### src/iam_consts.vh
`ifndef IAM_CONSTS_VH
`define IAM_CONSTS_VH
// Source counts
`define IAM_NSRC            6'd32
`define IAM_NPIN            6
`define IAM_NMOD            26
`define IAM_NGRP            16
// Vector numbers
`define IAM_VEC_NONMASK     8'h07
`define IAM_VEC_PIN0        8'h0c
`define IAM_VEC_MOD0        8'h14
// Priority decision states
`define IAM_DEC_EXT         4'h2
`define IAM_DEC_INT         4'h1
// Access step states per memory configuration
`define IAM_ACC_ONCHIP      4'h4
`define IAM_ACC_B8_S2       4'h8
`define IAM_ACC_B8_S3       4'hc
`define IAM_ACC_B16_S2      4'h4
`define IAM_ACC_B16_S3      4'h6
`define IAM_INTERNAL        4'h4
// Memory configuration codes
`define IAM_MEM_ONCHIP      3'h0
`define IAM_MEM_B8_S2       3'h1
`define IAM_MEM_B8_S3       3'h2
`define IAM_MEM_B16_S2      3'h3
`define IAM_MEM_B16_S3      3'h4
`endif

### src/iam_ctrl.v
`default_nettype none
`include "iam_consts.vh"
module iam_ctrl (
    input  wire        clk,              // System clock, 25 MHz
    input  wire        rst,              // Synchronous reset, high
    input  wire        standby,          // Hardware standby, high
    input  wire        nonmask_request,  // Nonmaskable request level
    input  wire [5:0]  pin_request_lines,// Pin request levels
    input  wire [5:0]  pin_enable,       // Pin request enables
    input  wire [25:0] mod_request,      // On-chip module requests
    input  wire [25:0] mod_enable,       // On-chip module enables
    input  wire [25:0] mod_to_engine,    // Module routed to transfer
    input  wire [7:0]  level_bank_a,     // Level bits, bank a
    input  wire [7:0]  level_bank_b,     // Level bits, bank b
    input  wire        mode_select_flag, // Mask mode
    input  wire        global_mask_flag, // Condition code mask
    input  wire        secondary_mask_flag, // Condition code 2nd mask
    input  wire [2:0]  mem_config,       // Memory bus configuration
    input  wire [3:0]  ext_wait,         // Wait states per ext access
    input  wire        insn_end,         // Current instruction ends
    input  wire [23:0] resume_pc,        // Address to resume at
    input  wire [31:0] vector_data,      // Routine address fetched
    output reg         busy_q,           // Exception entry running
    output reg         stack_push_q,     // Pulse: push PC and code
    output reg  [23:0] stack_pc_q,       // Stacked program counter
    output reg         set_global_q,     // Pulse: set global mask
    output reg         set_secondary_q,  // Pulse: set second mask
    output reg         vec_fetch_q,      // Pulse: read vector
    output reg  [15:0] vec_addr_q,       // Vector address
    output reg         jump_q,           // Pulse: start routine
    output reg  [23:0] jump_addr_q,      // Routine start address
    output reg  [7:0]  accepted_vec_q    // Vector number accepted
);
    // States
    localparam S_IDLE = 3'h0;
    localparam S_DEC  = 3'h1;
    localparam S_WAIT = 3'h2;
    localparam S_INT1 = 3'h3;
    localparam S_STK  = 3'h4;
    localparam S_VEC  = 3'h5;
    localparam S_PRE  = 3'h6;
    localparam S_INT2 = 3'h7;

    reg [2:0]  state_q;
    reg [2:0]  state_d;
    reg [4:0]  cnt_q;
    reg [4:0]  cnt_d;
    reg        nmi_sel_q;
    reg [4:0]  slot_q;
    wire [31:0] req;
    wire [31:0] lvl;
    wire [31:0] allow;
    reg [3:0]  acc;
    reg [4:0]  acc_len;
    wire       found;
    wire [4:0] pick;
    wire       nmi_live;
    wire       go_nmi;
    wire       go_mask;

    // Slot map: 0..5 pins, 6.. modules; all but pins 0 and 1 share a bank level bit
    genvar g;
    generate
        for (g = 0; g < 32; g = g + 1) begin : slot
            if (g < `IAM_NPIN) begin : pin
                // Pins 2 and 3 share a level bit, as do 4 and 5
                assign req[g] = pin_request_lines[g]
                              & pin_enable[g];
                assign lvl[g] =
                    level_bank_a[(g < 2) ? 7 - g : 6 - g / 2];
            end else if (g < `IAM_NPIN + `IAM_NMOD) begin : mdl
                // Four vector numbers per level bit (two on bank b bit 5), bank a first
                assign req[g] = mod_request[g-6] & mod_enable[g-6]
                              & ~mod_to_engine[g-6];
                if (g < 22) begin : in_a
                    assign lvl[g] =
                        level_bank_a[3 - (g - 6) / 4];
                end else begin : in_b
                    assign lvl[g] =
                        level_bank_b[7 - (g - 22) / 4];
                end
            end else begin : spare
                assign req[g] = 1'b0;
                assign lvl[g] = 1'b0;
            end
            // Mask gate per mode
            assign allow[g] = mode_select_flag
                ? ~global_mask_flag
                : ~global_mask_flag
                  | (lvl[g] & ~secondary_mask_flag);
        end
    endgenerate

    iam_arbiter u_arb (
        .req   (req),
        .lvl   (lvl),
        .allow (allow),
        .found (found),
        .pick  (pick)
    );

    // Nonmaskable wins over all, blocked only by reset, standby or an entry already running
    assign nmi_live = nonmask_request & ~standby;
    assign go_nmi   = nmi_live;
    assign go_mask  = found & ~standby;

    // Access step length: base by configuration plus waits off chip
    always @* begin
        case (mem_config)
            `IAM_MEM_B8_S2:  acc = `IAM_ACC_B8_S2;
            `IAM_MEM_B8_S3:  acc = `IAM_ACC_B8_S3;
            `IAM_MEM_B16_S2: acc = `IAM_ACC_B16_S2;
            `IAM_MEM_B16_S3: acc = `IAM_ACC_B16_S3;
            default:         acc = `IAM_ACC_ONCHIP;
        endcase
        if (mem_config == `IAM_MEM_ONCHIP)
            acc_len = {1'b0, acc};
        else
            acc_len = {1'b0, acc} + {1'b0, ext_wait};
    end

    // Sequencer next state
    always @* begin
        state_d = state_q;
        cnt_d = cnt_q - 5'h01;
        case (state_q)
            S_IDLE: begin
                cnt_d = 5'h00;
                // Rechecked every cycle, so held requests retry
                if (go_nmi || go_mask) begin
                    state_d = S_DEC;
                    if (go_nmi || pick < `IAM_NPIN)
                        cnt_d = {1'b0, `IAM_DEC_EXT} - 5'h01;
                    else
                        cnt_d = {1'b0, `IAM_DEC_INT} - 5'h01;
                end
            end
            S_DEC: if (cnt_q == 5'h00) begin
                state_d = S_WAIT;
            end
            S_WAIT: if (insn_end) begin
                state_d = S_INT1;
                cnt_d = {1'b0, `IAM_INTERNAL} - 5'h03;
            end
            S_INT1: if (cnt_q == 5'h00) begin
                state_d = S_STK;
                cnt_d = acc_len - 5'h01;
            end
            S_STK: if (cnt_q == 5'h00) begin
                state_d = S_VEC;
                cnt_d = acc_len - 5'h01;
            end
            S_VEC: if (cnt_q == 5'h00) begin
                state_d = S_PRE;
                cnt_d = acc_len - 5'h01;
            end
            S_PRE: if (cnt_q == 5'h00) begin
                state_d = S_INT2;
                cnt_d = {1'b0, `IAM_INTERNAL} - 5'h03;
            end
            S_INT2: if (cnt_q == 5'h00) begin
                state_d = S_IDLE;
                cnt_d = 5'h00;
            end
            default: begin
                state_d = S_IDLE;
                cnt_d = 5'h00;
            end
        endcase
    end

    // Sequencer registers and CPU strobes
    always @(posedge clk) begin
        if (rst) begin
            state_q         <= S_IDLE;
            cnt_q           <= 5'h00;
            nmi_sel_q       <= 1'b0;
            slot_q          <= 5'h00;
            busy_q          <= 1'b0;
            stack_push_q    <= 1'b0;
            stack_pc_q      <= 24'h000000;
            set_global_q    <= 1'b0;
            set_secondary_q <= 1'b0;
            vec_fetch_q     <= 1'b0;
            vec_addr_q      <= 16'h0000;
            jump_q          <= 1'b0;
            jump_addr_q     <= 24'h000000;
            accepted_vec_q  <= 8'h00;
        end else begin
            state_q         <= state_d;
            cnt_q           <= cnt_d;
            stack_push_q    <= 1'b0;
            set_global_q    <= 1'b0;
            set_secondary_q <= 1'b0;
            vec_fetch_q     <= 1'b0;
            jump_q          <= 1'b0;
            busy_q          <= (state_d != S_IDLE);
            // Choice latched at acceptance; losers stay pending at source
            if (state_q == S_IDLE && (go_nmi || go_mask)) begin
                nmi_sel_q <= go_nmi;
                slot_q    <= pick;
                if (go_nmi)
                    accepted_vec_q <= `IAM_VEC_NONMASK;
                else if (pick < `IAM_NPIN)
                    accepted_vec_q <= `IAM_VEC_PIN0 + {3'h0, pick};
                else
                    accepted_vec_q <= `IAM_VEC_MOD0
                                    + {3'h0, pick} - 8'h06;
            end
            // Resume address taken when the instruction ends
            if (state_q == S_WAIT && insn_end)
                stack_pc_q <= resume_pc;
            if (state_q == S_INT1 && cnt_q == 5'h00)
                stack_push_q <= 1'b1;
            // Masks raised once stacking is done
            if (state_q == S_STK && cnt_q == 5'h00) begin
                set_global_q    <= 1'b1;
                set_secondary_q <= ~mode_select_flag;
                vec_fetch_q     <= 1'b1;
                vec_addr_q      <= {6'h00, accepted_vec_q, 2'b00};
            end
            if (state_q == S_VEC && cnt_q == 5'h00)
                jump_addr_q <= vector_data[23:0];
            if (state_q == S_INT2 && cnt_q == 5'h00)
                jump_q <= 1'b1;
        end
    end
endmodule // iam_ctrl
`default_nettype wire

### src/iam_arbiter.v
`default_nettype none
`include "iam_consts.vh"
// Picks the winner among 32 request slots: level first, then slot order.
// Slot 0 has the smallest vector number and wins ties.
module iam_arbiter (
    input  wire [31:0] req,        // Requests, unmasked
    input  wire [31:0] lvl,        // Priority level per slot
    input  wire [31:0] allow,      // Mask gate per slot
    output reg         found,      // Some request passes the gate
    output reg  [4:0]  pick        // Winning slot index
);
    integer i;
    reg [31:0] ok;

    // Highest slot scanned first so the lowest wins ties
    always @* begin
        ok = req & allow;
        found = 1'b0;
        pick = 5'h00;
        for (i = 31; i >= 0; i = i - 1) begin
            if (ok[i] && lvl[i] == 1'b0) begin
                found = 1'b1;
                pick = i[4:0];
            end
        end
        for (i = 31; i >= 0; i = i - 1) begin
            if (ok[i] && lvl[i]) begin
                found = 1'b1;
                pick = i[4:0];
            end
        end
    end
endmodule // iam_arbiter
`default_nettype wire

### config.mk
export PLATFORM = sky130hd
export DESIGN_NAME = iam_ctrl
export DESIGN_NICKNAME = d
export VERILOG_FILES = /design/src/iam_ctrl.v /design/src/iam_arbiter.v
export VERILOG_INCLUDE_DIRS = /design/src /design/src/src
export SDC_FILE = /design/constraint.sdc
export NUM_CORES = 1
export LEC_CHECK = 0
export ABC_AREA = 1
export CAP_MARGIN = 30
export CORE_AREA = 2 2 99 101
export CTS_CLUSTER_DIAMETER = 60
export DETAILED_ROUTE_END_ITERATION = 10
export DIE_AREA = 0 0 101 103
export DONT_BUFFER_PORTS = 1
export PLACE_DENSITY = 0.7
export SKIP_LAST_GASP = 1
export SLEW_MARGIN = 20
export SYNTH_ARGS = -nofsm -noshare
export SYNTH_HDL_FRONTEND = slang
export SYNTH_SLANG_ARGS = --single-unit
### constraint.sdc
create_clock -name clk -period 4.11 [get_ports clk]
set_clock_uncertainty 0.1 [all_clocks]
set_input_delay 0.6165 -clock clk [delete_from_list [all_inputs] [get_ports clk]]
set_output_delay 0.6165 -clock clk [all_outputs]
set_load 0.05 [all_outputs]
==> impl_metrics.tcl, run 1 <==
set metrics [dict create \
    synth.distinct_cells 39 \
    grt_first_pass_wirelength_um 17840 \
    cts_sinks 73 \
    synthCells 785 \
    layout-drive-gt1-share_pct 13.93 \
    synth_top_area_share_pct 31.32 \
    crit_path_start "secondary_mask_flag" \
    stdcell_count 954 \
    hold_buffers 0 \
    synthToLayoutAreaGrowth_pct 19.01 \
    slowest_stage "o21ai_4" \
    wire_per_inst_um 12.84 \
    ff2ff_path_depth 8 \
    power_leakage_nw 2.692 \
    vias 4911 \
    die_h_um 103 \
    hp-start "rst" \
    setup_violations 0 \
    hpwl_um 9580 \
    cp-end-kind "flop" \
    max-slew-margin-rel_pct 36.91 \
    coreArea_um2 9459 \
    io_buffers 0 \
    cts_tree "done" \
    cp_common_cell "nand2_1" \
    hold_path.class "in -> reg" \
    syn_area_per_cell_um2 5.944 \
    overflow 0 \
    first_iter_violations 185 \
    numCtsBuffers 9 \
    track_usage_pct 20.85 \
    final_antenna_net_count 0 \
    ys_seq_elements 73 \
    die_area_um2 10400 \
    synth_compound_area_share_pct 14.03 \
    power_density_nw_per_um2 449.5 \
    crit_required_ns 4.28 \
    synth_edf_count 0 \
    cp.arrival_ns 4.24 \
    worst_pin_slew_ns 0.9450 \
    num_rows 36 \
    grt_max_degree 57 \
    cp_max_fo 4 \
    hold_violations 0 \
    route.detailed.drc 0 \
    die_w_um 101 \
    yosys-top-cells-area "dfxtp_1 (31%), nor2_1 (18%), nand2_1 (12%), inv_1 (8.9%), o21ai_0 (7.3%)" \
    synth_xor_area_share_pct 0.9386 \
    synth_top_area_cell "dfxtp_1" \
    yosysWarningCount 0 \
    dr.pass1.iters 4 \
    period_share_pct 99.13 \
    max_freq_ghz 0.2455 \
    max-vdd-ir-drop_v 0.0002935 \
    grt_pass1_vias 4193 \
    nNetsFinal 1022 \
    status "finished clean" \
    synthArstFlopShare_pct 0 \
    synth_area_um2 4666 \
    synth_seq_area_share_pct 31.32 \
    path_class "in -> reg" \
    clkSlewWorstSetupHoldPaths_ns 0.08 \
    place_inst 933 \
    hold-path-cell-count 1 \
    synth_ff_type "dfxtp_1" \
    drv_cap 0 \
    synthSimpleGateAreaFrac_pct 37.49 \
    antenna_cells 0 \
    worstSetupStartpointType "input pin" \
    synth_top_family_by_area "simple AND/OR/NAND/NOR gates" \
    via_per_inst 5.148 \
    clk_path_buf_depth 2 \
    synthMuxAreaShare_pct 0 \
    num-fill-cells 962 \
    synthAdderAreaFrac_pct 2.843 \
    insertion_delay_ns 0.34 \
    drt-total-wl_um 12250 \
    htreeDepth 3 \
    worst_path_largest_cell_delay_ns 0.18 \
    initial_core_util_pct 49.33 \
    drv_slew 0 \
    fin_crit_ns 4.074 \
    rsz0062_at_grt "true" \
    finalWeightedCongestion 0.8882 \
    antenna_found_initial 0 \
    r2r_start "cnt_q[0]" \
    clockRootBuffer "clkbuf_8" \
    io_pins 255 \
    whs_ns 0.2274 \
]
-- cell families after synthesis --
| family | after synthesis |
|---|---|
| other | 1 |
| XOR/XNOR | 5 |
| AO/OA/AOI/OAI | 117 |
| flip-flops | 73 |
| adder cells (fa/ha/maj) | 10 |
| AND/OR/NAND/NOR | 429 |
| buffers and inverters | 150 |
-- metrics by stage --
stage               instance area [µm²]  util [%]  setup TNS (ns)  power (mW)  setup slack, ns
floorplan                          4707         -               0       1.659           0.1211
CTS                                5299     56.02               0       2.435          0.01837
global route                       5553     58.70          -1.383       2.657          -0.5553
detailed placement                 5081     53.72          -1.482       1.817          -0.3257
global placement                   5081     53.72          -1.129       1.797          -0.2976
finish                             5553     58.70               0       2.496          0.03596
-- cells in the mapped netlist (3+ instances only) --
cell	instances
nor2_1	219
nand2_1	148
inv_1	111
dfxtp_1	73
o21ai_0	68
nand4_1	32
a21oi_1	21
nand3_1	15
clkbuf_1	14
buf_4	13
a31oi_1	11
ha_1	9
inv_2	7
nor3_1	7
o31ai_1	4
xor2_1	4
o211ai_1	3
-- routing by layer --
layer | up-vias | track usage, % | wire length, µm
met5 | - | 0 | 0
met4 | 0 | 4.158 | 68
met3 | 6 | 5.356 | 802
met2 | 164 | 38.67 | 6415
met1 | 2181 | 24.37 | 4958
li1 | 2560 | - | -
-- report_power, final --
group          leakage (nW)  switching (mW)  internal, mW
logic                  1.99           0.491         0.278
clock network         0.107           0.269         0.345
registers             0.592           0.309         0.805
-- registers in the layout, summed over array words and instances (netlist names) --
name             cells
jump_addr_q         24
stack_pc_q          24
accepted_vec_q       6
vec_addr_q           6
cnt_q                5
state_q              3
busy_q               1
jump_q               1
set_secondary_q      1
stack_push_q         1
vec_fetch_q          1
-- what timing repair did --
action	in CTS	in global routing
gates resized for setup	0	56
endpoints found under the setup margin	0	7
buffers inserted	0	6
-- placed cells by master, fill, tap and decap left out, drive strengths merged --
cell        n
a211o       1
a211oi      1
a21o        1
a21oi      22
a31oi      11
buf        59
bufinv      2
clkbuf     10
clkinv      2
clkinvlp    1
conb       12
dfxtp      73
fa          1
ha          9
inv       120
nand2     149
nand3      16
nand3b      2
nand4      32
nor2      220
nor3        7
nor4        2
o2111ai     2
o211ai      3
o21ai      71
o21bai      1
o31ai       4
or2         1
xnor2       1
xor2        4
-- layout make-up --
class	instances	area (µm²)	area share [%]
clock inverters	6	90.09	1.622
inverters	119	459.2	8.269
clock buffers	10	127.6	2.298
multi-input cells	573	2810	50.61
repair buffers	59	461.7	8.315
well taps	114	142.6	2.569
flip-flops and latches	73	1461	26.32
-- final timing paths --
path | endpoint | slack, ns
setup / recovery | accepted_vec_q[0] | 0.04
setup reg to reg | jump_addr_q[18] | 1.44
hold reg to reg | stack_push_q | 0.48
hold / removal | accepted_vec_q[3] | 0.23
-- worst max-delay path: cells and delay by family --
family,cells,cell delay [ns]
AND/OR/NAND/NOR,61,3.26
buffers and inverters,2,0.09
AO/OA/AOI/OAI,2,0.30
(Power assumes the default switching activity.)
==> inputs of run 2 (changes only) <==
--- a/config.mk
+++ b/config.mk
@@ -6,16 +6,15 @@
 export SDC_FILE = /design/constraint.sdc
 export NUM_CORES = 1
 export LEC_CHECK = 0
-export ABC_AREA = 1
 export CAP_MARGIN = 30
-export CORE_AREA = 2 2 99 101
+export CORE_ASPECT_RATIO = 0.7
+export CORE_UTILIZATION = 58
 export CTS_CLUSTER_DIAMETER = 60
 export DETAILED_ROUTE_END_ITERATION = 10
-export DIE_AREA = 0 0 101 103
 export DONT_BUFFER_PORTS = 1
-export PLACE_DENSITY = 0.7
+export PLACE_DENSITY = 0.78
 export SKIP_LAST_GASP = 1
-export SLEW_MARGIN = 20
 export SYNTH_ARGS = -nofsm -noshare
 export SYNTH_HDL_FRONTEND = slang
 export SYNTH_SLANG_ARGS = --single-unit
+export TNS_END_PERCENT = 10
==> run 2 against run 1 <==
The flow now finishes with violations (design-rule violations). Final cell count fell by 21%. Wire length increased by 19%. Register-to-register slack improved by 0.18 ns. Count of clock-buffer cells in the layout unchanged. Synthesized cell count decreased by 15%. Sequential share of layout area is 1.6 points higher. Worst setup slack improved by 0.71 ns. Critical path depth fell by 54. Via count up 0.29%. Non-clock buffer count is 55 lower. Largest power group unchanged. Sequential power is 7% lower. Critical endpoint is now cnt_q[0].
==> impl_metrics.tcl, run 2 <==
set metrics [dict create \
    status "finished, violations left" \
    violations "design-rule violations" \
    track_usage_pct 31.56 \
    max-vdd-ir-drop_v 0.0002624 \
    cts_resized 0 \
    regArea_um2 1461 \
    io_pins 255 \
    num_rows 27 \
    worst_path_largest_cell_delay_ns 0.44 \
    numCtsBuffers 9 \
    synth_top_family_by_area "simple AND/OR/NAND/NOR gates" \
    gr-usage-met1_pct 41.94 \
    cts_tree "done" \
    grt_pass1_vias 4422 \
    clockRootBuffer "clkbuf_16" \
    hold_path.class "in -> reg" \
    die_area_um2 8893 \
    mostFrequentLayoutCell "nand2_1" \
    busiest_layer "met2" \
    dr.pass1.iters 9 \
    cts_setup_buffers 0 \
    power_density_nw_per_um2 497.5 \
    power_leakage_nw 1.903 \
    via_per_inst 6.532 \
    yosysWarningCount 0 \
    cp.arrival_ns 3.51 \
    num-fill-cells 725 \
    yosys-top-cells-area "dfxtp_1 (30%), nand2_1 (10%), a21oi_1 (8.5%), nor2_1 (3.7%), and3b_1 (3.4%)" \
    route.detailed.drc 14 \
    synth_edf_count 0 \
    grt_util_met2_pct 49.07 \
    synthToLayoutAreaGrowth_pct 6.055 \
    setup_violations 0 \
    antenna_found_initial 0 \
    yosys-top-cells-count "nand2_1 (134), a21oi_1 (84), dfxtp_1 (73), nor2_1 (49), clkbuf_1 (23)" \
    crit_chain "o21a_2, a211o_1, a21boi_0, o2111ai_1, a311oi_2, nor2_4, ha_1, nor4_1, a32oi_2, a21bo_1, a311oi_1" \
    synth_xor_area_share_pct 1.596 \
    initial_core_util_pct 61.42 \
    clk_path_buf_depth 2 \
    period_share_pct 81.91 \
    synthMuxAreaShare_pct 1.621 \
    hold_violations 0 \
    antenna_cells 0 \
    layout_common_cells "nand2_1 (134), a21oi_1 (84), dfxtp_1 (73)" \
    cp_max_fo 14 \
    cp-end-kind "flop" \
    first_iter_violations 381 \
    rsz0062_at_grt "false" \
    crit_required_ns 4.26 \
    final_antenna_net_count 0 \
    clkSlewWorstSetupHoldPaths_ns 0.06 \
    fin_crit_ns 3.367 \
    synth_compound_area_share_pct 28.81 \
    setup_tns_ns 0 \
    overflow 0 \
    die_w_um 112.3 \
    insertion_delay_ns 0.33 \
    ys_seq_elements 73 \
    worst_pin_slew_ns 0.9287 \
    die_h_um 79.20 \
    max_freq_ghz 0.2970 \
    htreeDepth 3 \
    layout-drive-gt1-share_pct 5.819 \
    wire_per_inst_um 19.31 \
    synth_top_area_share_pct 29.59 \
    yosysMostFrequentCell "nand2_1" \
    vias 4925 \
    worstSetupStartpointType "input pin" \
    synthArstFlopShare_pct 0 \
    grt_first_pass_wirelength_um 21840 \
    syn_area_per_cell_um2 7.437 \
    reg.largest.list "jump_addr_q: 24 flops, stack_pc_q: 24 flops" \
    use_met3_pct 11.30 \
    grt_max_degree 79 \
    synthAdderAreaFrac_pct 2.686 \
    synth_seq_area_share_pct 29.59 \
    finalWeightedCongestion 1.012 \
    synthCells 664 \
    synth_ff_type "dfxtp_1" \
    path_class "in -> reg" \
    multi_input_area_um2 3233 \
    drv_cap 0 \
    max-slew-margin-rel_pct 38.00 \
    slowest_stage "a311oi_2" \
    hold_buffers 0 \
    hpwl_um 11390 \
    synth_top_area_cell "dfxtp_1" \
    drv_slew 0 \
    synth_area_um2 4938 \
    coreArea_um2 8040 \
    io_buffers 0 \
    synth.distinct_cells 81 \
    p_total_mw 2.605 \
    cts_sinks 73 \
    nNetsFinal 835 \
    synthSimpleGateAreaFrac_pct 29.85 \
    drt-total-wl_um 14560 \
]
==> run 2: changes by cell type after synthesis, sizes merged, moves of 15 or more <==
cell    previous run  this run
nand3b             2        21
nand4             32         4
nand2            149       134
inv              118        18
a21oi             22        84
nor2             220        50
and3b              0        19
o21ai             71        31
==> run 2: worst paths after layout <==
| kind | from | to | slack (ns) | depth (start not counted) |
|---|---|---|---|---|
| setup / recovery | secondary_mask_flag | cnt_q[0] | 0.74 | 11 |
| hold / removal | rst | jump_addr_q[19] | 0.24 | 1 |
| setup reg to reg | cnt_q[0] | jump_addr_q[12] | 1.62 | 7 |
| hold reg to reg | cnt_q[4] | cnt_q[4] | 0.46 | 2 |
==> run 2: final cells by class <==
cell class                      instances  share of cell area, %
Timing Repair Buffer                    4                 0.5733
Inverter                               18                  1.290
Tap cell                              101                  2.413
Sequential cell                        73                  27.90
Clock buffer                           10                  4.372
Multi-Input combinational cell        542                  61.73
Clock inverter                          6                  1.720
==> run 2: cells by family (layout without fill, tap and decap cells) <==
family,after synthesis,count (layout)
simple gates,290,290
compound gates,213,213
flops,73,73
buf+inv,60,38
fa+ha+maj,10,10
xor+xnor,9,9
mux,8,8
other cells,1,12
==> run 2: worst max-delay path: cells and delay by family <==
| kind | cells | cell delay, ns |
|---|---|---|
| adders and majority gates | 1 | 0.23 |
| and+or+nand+nor | 2 | 0.45 |
| AOI/OAI and AO/OA | 8 | 2.22 |
==> run 2: stage by stage <==
stage | utilization (%) | hold WS (ns) | std cells | worst slack (ns) | instance area [µm²]
final | 65.14 | 0.2443 | 754 | 0.7435 | 5238
after global routing | 65.14 | 0.2332 | 754 | 0.6016 | 5238
after CTS | 65.14 | 0.2356 | 754 | 0.8317 | 5238
after detailed placement | 61.17 | 0.4444 | 738 | 0.5014 | 4918
after global placement | 61.17 | 0.4407 | 738 | 0.5577 | 4918
after floorplan | - | 0.4209 | 675 | 0.9649 | 4980
==> run 2: metal layers <==
layer  vias to the layer above  wire [µm]
met4                         0        145
met5                         -          0
met1                      2258       6125
met2                       292       6405
met3                        16       1880
li1                       2359          -
==> run 2: where the power goes <==
group | total [mW] | internal (mW) | switching [mW]
clock network | 0.839 | 0.534 | 0.304
registers | 1.03 | 0.785 | 0.247
logic | 0.735 | 0.283 | 0.452
total | 2.61 | 1.60 | 1.00
==> inputs of run 3 (changes only) <==
==> constraint.sdc (replaced) <==
create_clock -name clk -period 3 [get_ports clk]
set_clock_uncertainty 0.1 [all_clocks]
set_input_delay 0.45 -clock clk [delete_from_list [all_inputs] [get_ports clk]]
set_output_delay 0.45 -clock clk [all_outputs]
set_load 0.05 [all_outputs]
==> run 3 against run 2 <==
The run still ends with design-rule violations left. Sequential cell count stayed put. Sequential share of layout area is 2.0 points lower. Clock power is 16% higher. Via count is 4.5% higher. Non-clock buffer count is 56 higher. Critical endpoint unchanged.
==> impl_metrics.tcl, run 3 (synthesized netlist as in run 2, its figures left out) <==
set metrics [dict create \
    status "finished, violations left" \
    violations "design-rule violations" \
    insertion_delay_ns 0.33 \
    dp_slack_ns -0.2573 \
    wl_met2_um 6837 \
    wire_per_inst_um 18.96 \
    period_share_pct 99.09 \
    clk_path_buf_depth 2 \
    max-vdd-ir-drop_v 0.0004350 \
    htreeDepth 3 \
    stdcell_count 809 \
    placed_area_um2 5331 \
    hold_buffers 0 \
    power_density_nw_per_um2 618.7 \
    hpwl_um 12100 \
    io_pins 255 \
    grt_pass1_vias 4836 \
    first_iter_violations 474 \
    dr_wl_met3_um 1516 \
    reg.largest.list "jump_addr_q: 24 flops, stack_pc_q: 24 flops" \
    dr.pass1.iters 10 \
    worst_path_largest_cell_delay_ns 0.33 \
    mostFrequentLayoutCell "nand2_1" \
    setup_tns_ns 0 \
    numCtsBuffers 9 \
    place_inst 793 \
    top_layer "met4" \
    grt_max_degree 79 \
    drv_cap 0 \
    p_total_mw 3.490 \
    power_leakage_nw 2.147 \
    fin_crit_ns 2.973 \
    hold_violations 0 \
    via_per_inst 6.362 \
    cts_sinks 73 \
    vias 5147 \
    slowest_stage "nor4_4" \
    drv_slew 0 \
    path_delay_family "compound AO/OA/AOI/OAI gates" \
    route.detailed.drc 14 \
    final_antenna_net_count 0 \
    die_w_um 112.3 \
    setup_violations 0 \
    whs_ns 0.08150 \
    fin_area_um2 5640 \
    max-slew-margin-rel_pct 38.09 \
    cp.arrival_ns 3.11 \
    cp_max_fo 4 \
    crit_required_ns 3.14 \
    die_h_um 79.20 \
    critPathBufInv 2 \
    finalWeightedCongestion 0.9442 \
    synthToLayoutAreaGrowth_pct 14.21 \
    die_area_um2 8893 \
    coreArea_um2 8040 \
    num_rows 27 \
    track_usage_pct 33.48 \
    layout-drive-gt1-share_pct 13.56 \
    cp-end-kind "flop" \
    setup_ws_ns 0.02721 \
    nNetsFinal 891 \
    initial_core_util_pct 61.42 \
    grt_first_pass_wirelength_um 23420 \
    rsz0062_at_grt "true" \
    overflow 0 \
    final_util_pct 70.15 \
    cp_common_cell "buf_4" \
    clockRootBuffer "clkbuf_16" \
    path_class "in -> reg" \
    drt-total-wl_um 15340 \
    antenna_found_initial 0 \
    wl_met1_um 6697 \
    clkSlewWorstSetupHoldPaths_ns 0.06 \
    io_buffers 0 \
    worst_pin_slew_ns 0.9273 \
    cts_tree "done" \
    antenna_cells 0 \
    worstSetupStartpointType "input pin" \
    layout_common_cells "nand2_1 (134), a21oi_1 (84), dfxtp_1 (73)" \
    hold_path.class "in -> reg" \
    max_freq_ghz 0.3364 \
    crit_chain "and3b_1, o21ai_1, buf_4, o311a_1, o211ai_1, a311oi_2, buf_4, nor2_4, ha_1, nor4_4, a32oi_4, a21bo_1, a311oi_1" \
    num-fill-cells 688 \
]
## run 3: final timing paths
path	from	to	slack (ns)	cells after the start
setup reg to reg	cnt_q[0]	vec_addr_q[6]	0.82	7
setup / recovery	mod_enable[1]	cnt_q[0]	0.03	13
hold / removal	rst	jump_addr_q[22]	0.08	1
hold reg to reg	cnt_q[4]	cnt_q[4]	0.48	2
## run 3: area by class of cell
| class | count | area (µm²) | area share [%] |
|---|---|---|---|
| Sequential cell | 73 | 1461 | 25.91 |
| Multi-Input combinational cell | 542 | 3266 | 57.90 |
| Inverter | 18 | 67.56 | 1.198 |
| Clock buffer | 9 | 225.2 | 3.993 |
| Tap cell | 101 | 126.4 | 2.240 |
| Timing Repair Buffer | 60 | 450.4 | 7.986 |
| Clock inverter | 6 | 43.79 | 0.7764 |
## run 3: power breakdown
| part | total (mW) | switching [mW] | internal (mW) | leakage, nW |
|---|---|---|---|---|
| Combinational | 1.10 | 0.641 | 0.460 | 1.42 |
| Clock | 0.974 | 0.416 | 0.558 | 0.132 |
| Sequential | 1.41 | 0.339 | 1.08 | 0.591 |
| Total | 3.49 | 1.40 | 2.09 | 2.15 |
## run 3: worst register-to-register path, delay by kind of cell, from the launching register on
family | cells | cell delay (ns)
mux | 1 | 0.28
fa+ha+maj | 1 | 0.20
flops | 1 | 0.33
buf+inv | 1 | 0.12
simple gates | 4 | 1.04
## run 3: metal layers
metal | global-route usage, % | up-vias
li1 | - | 2464
met1 | 45.22 | 2357
met2 | 53.11 | 290
met3 | 8.550 | 36
met4 | 9.200 | 0
met5 | 0 | -
## run 3: what timing repair did
action,in CTS,in global routing
buffers inserted,0,1
endpoints found under the setup margin,0,4
resized for setup,0,5
endpoints found under the hold margin,0,0
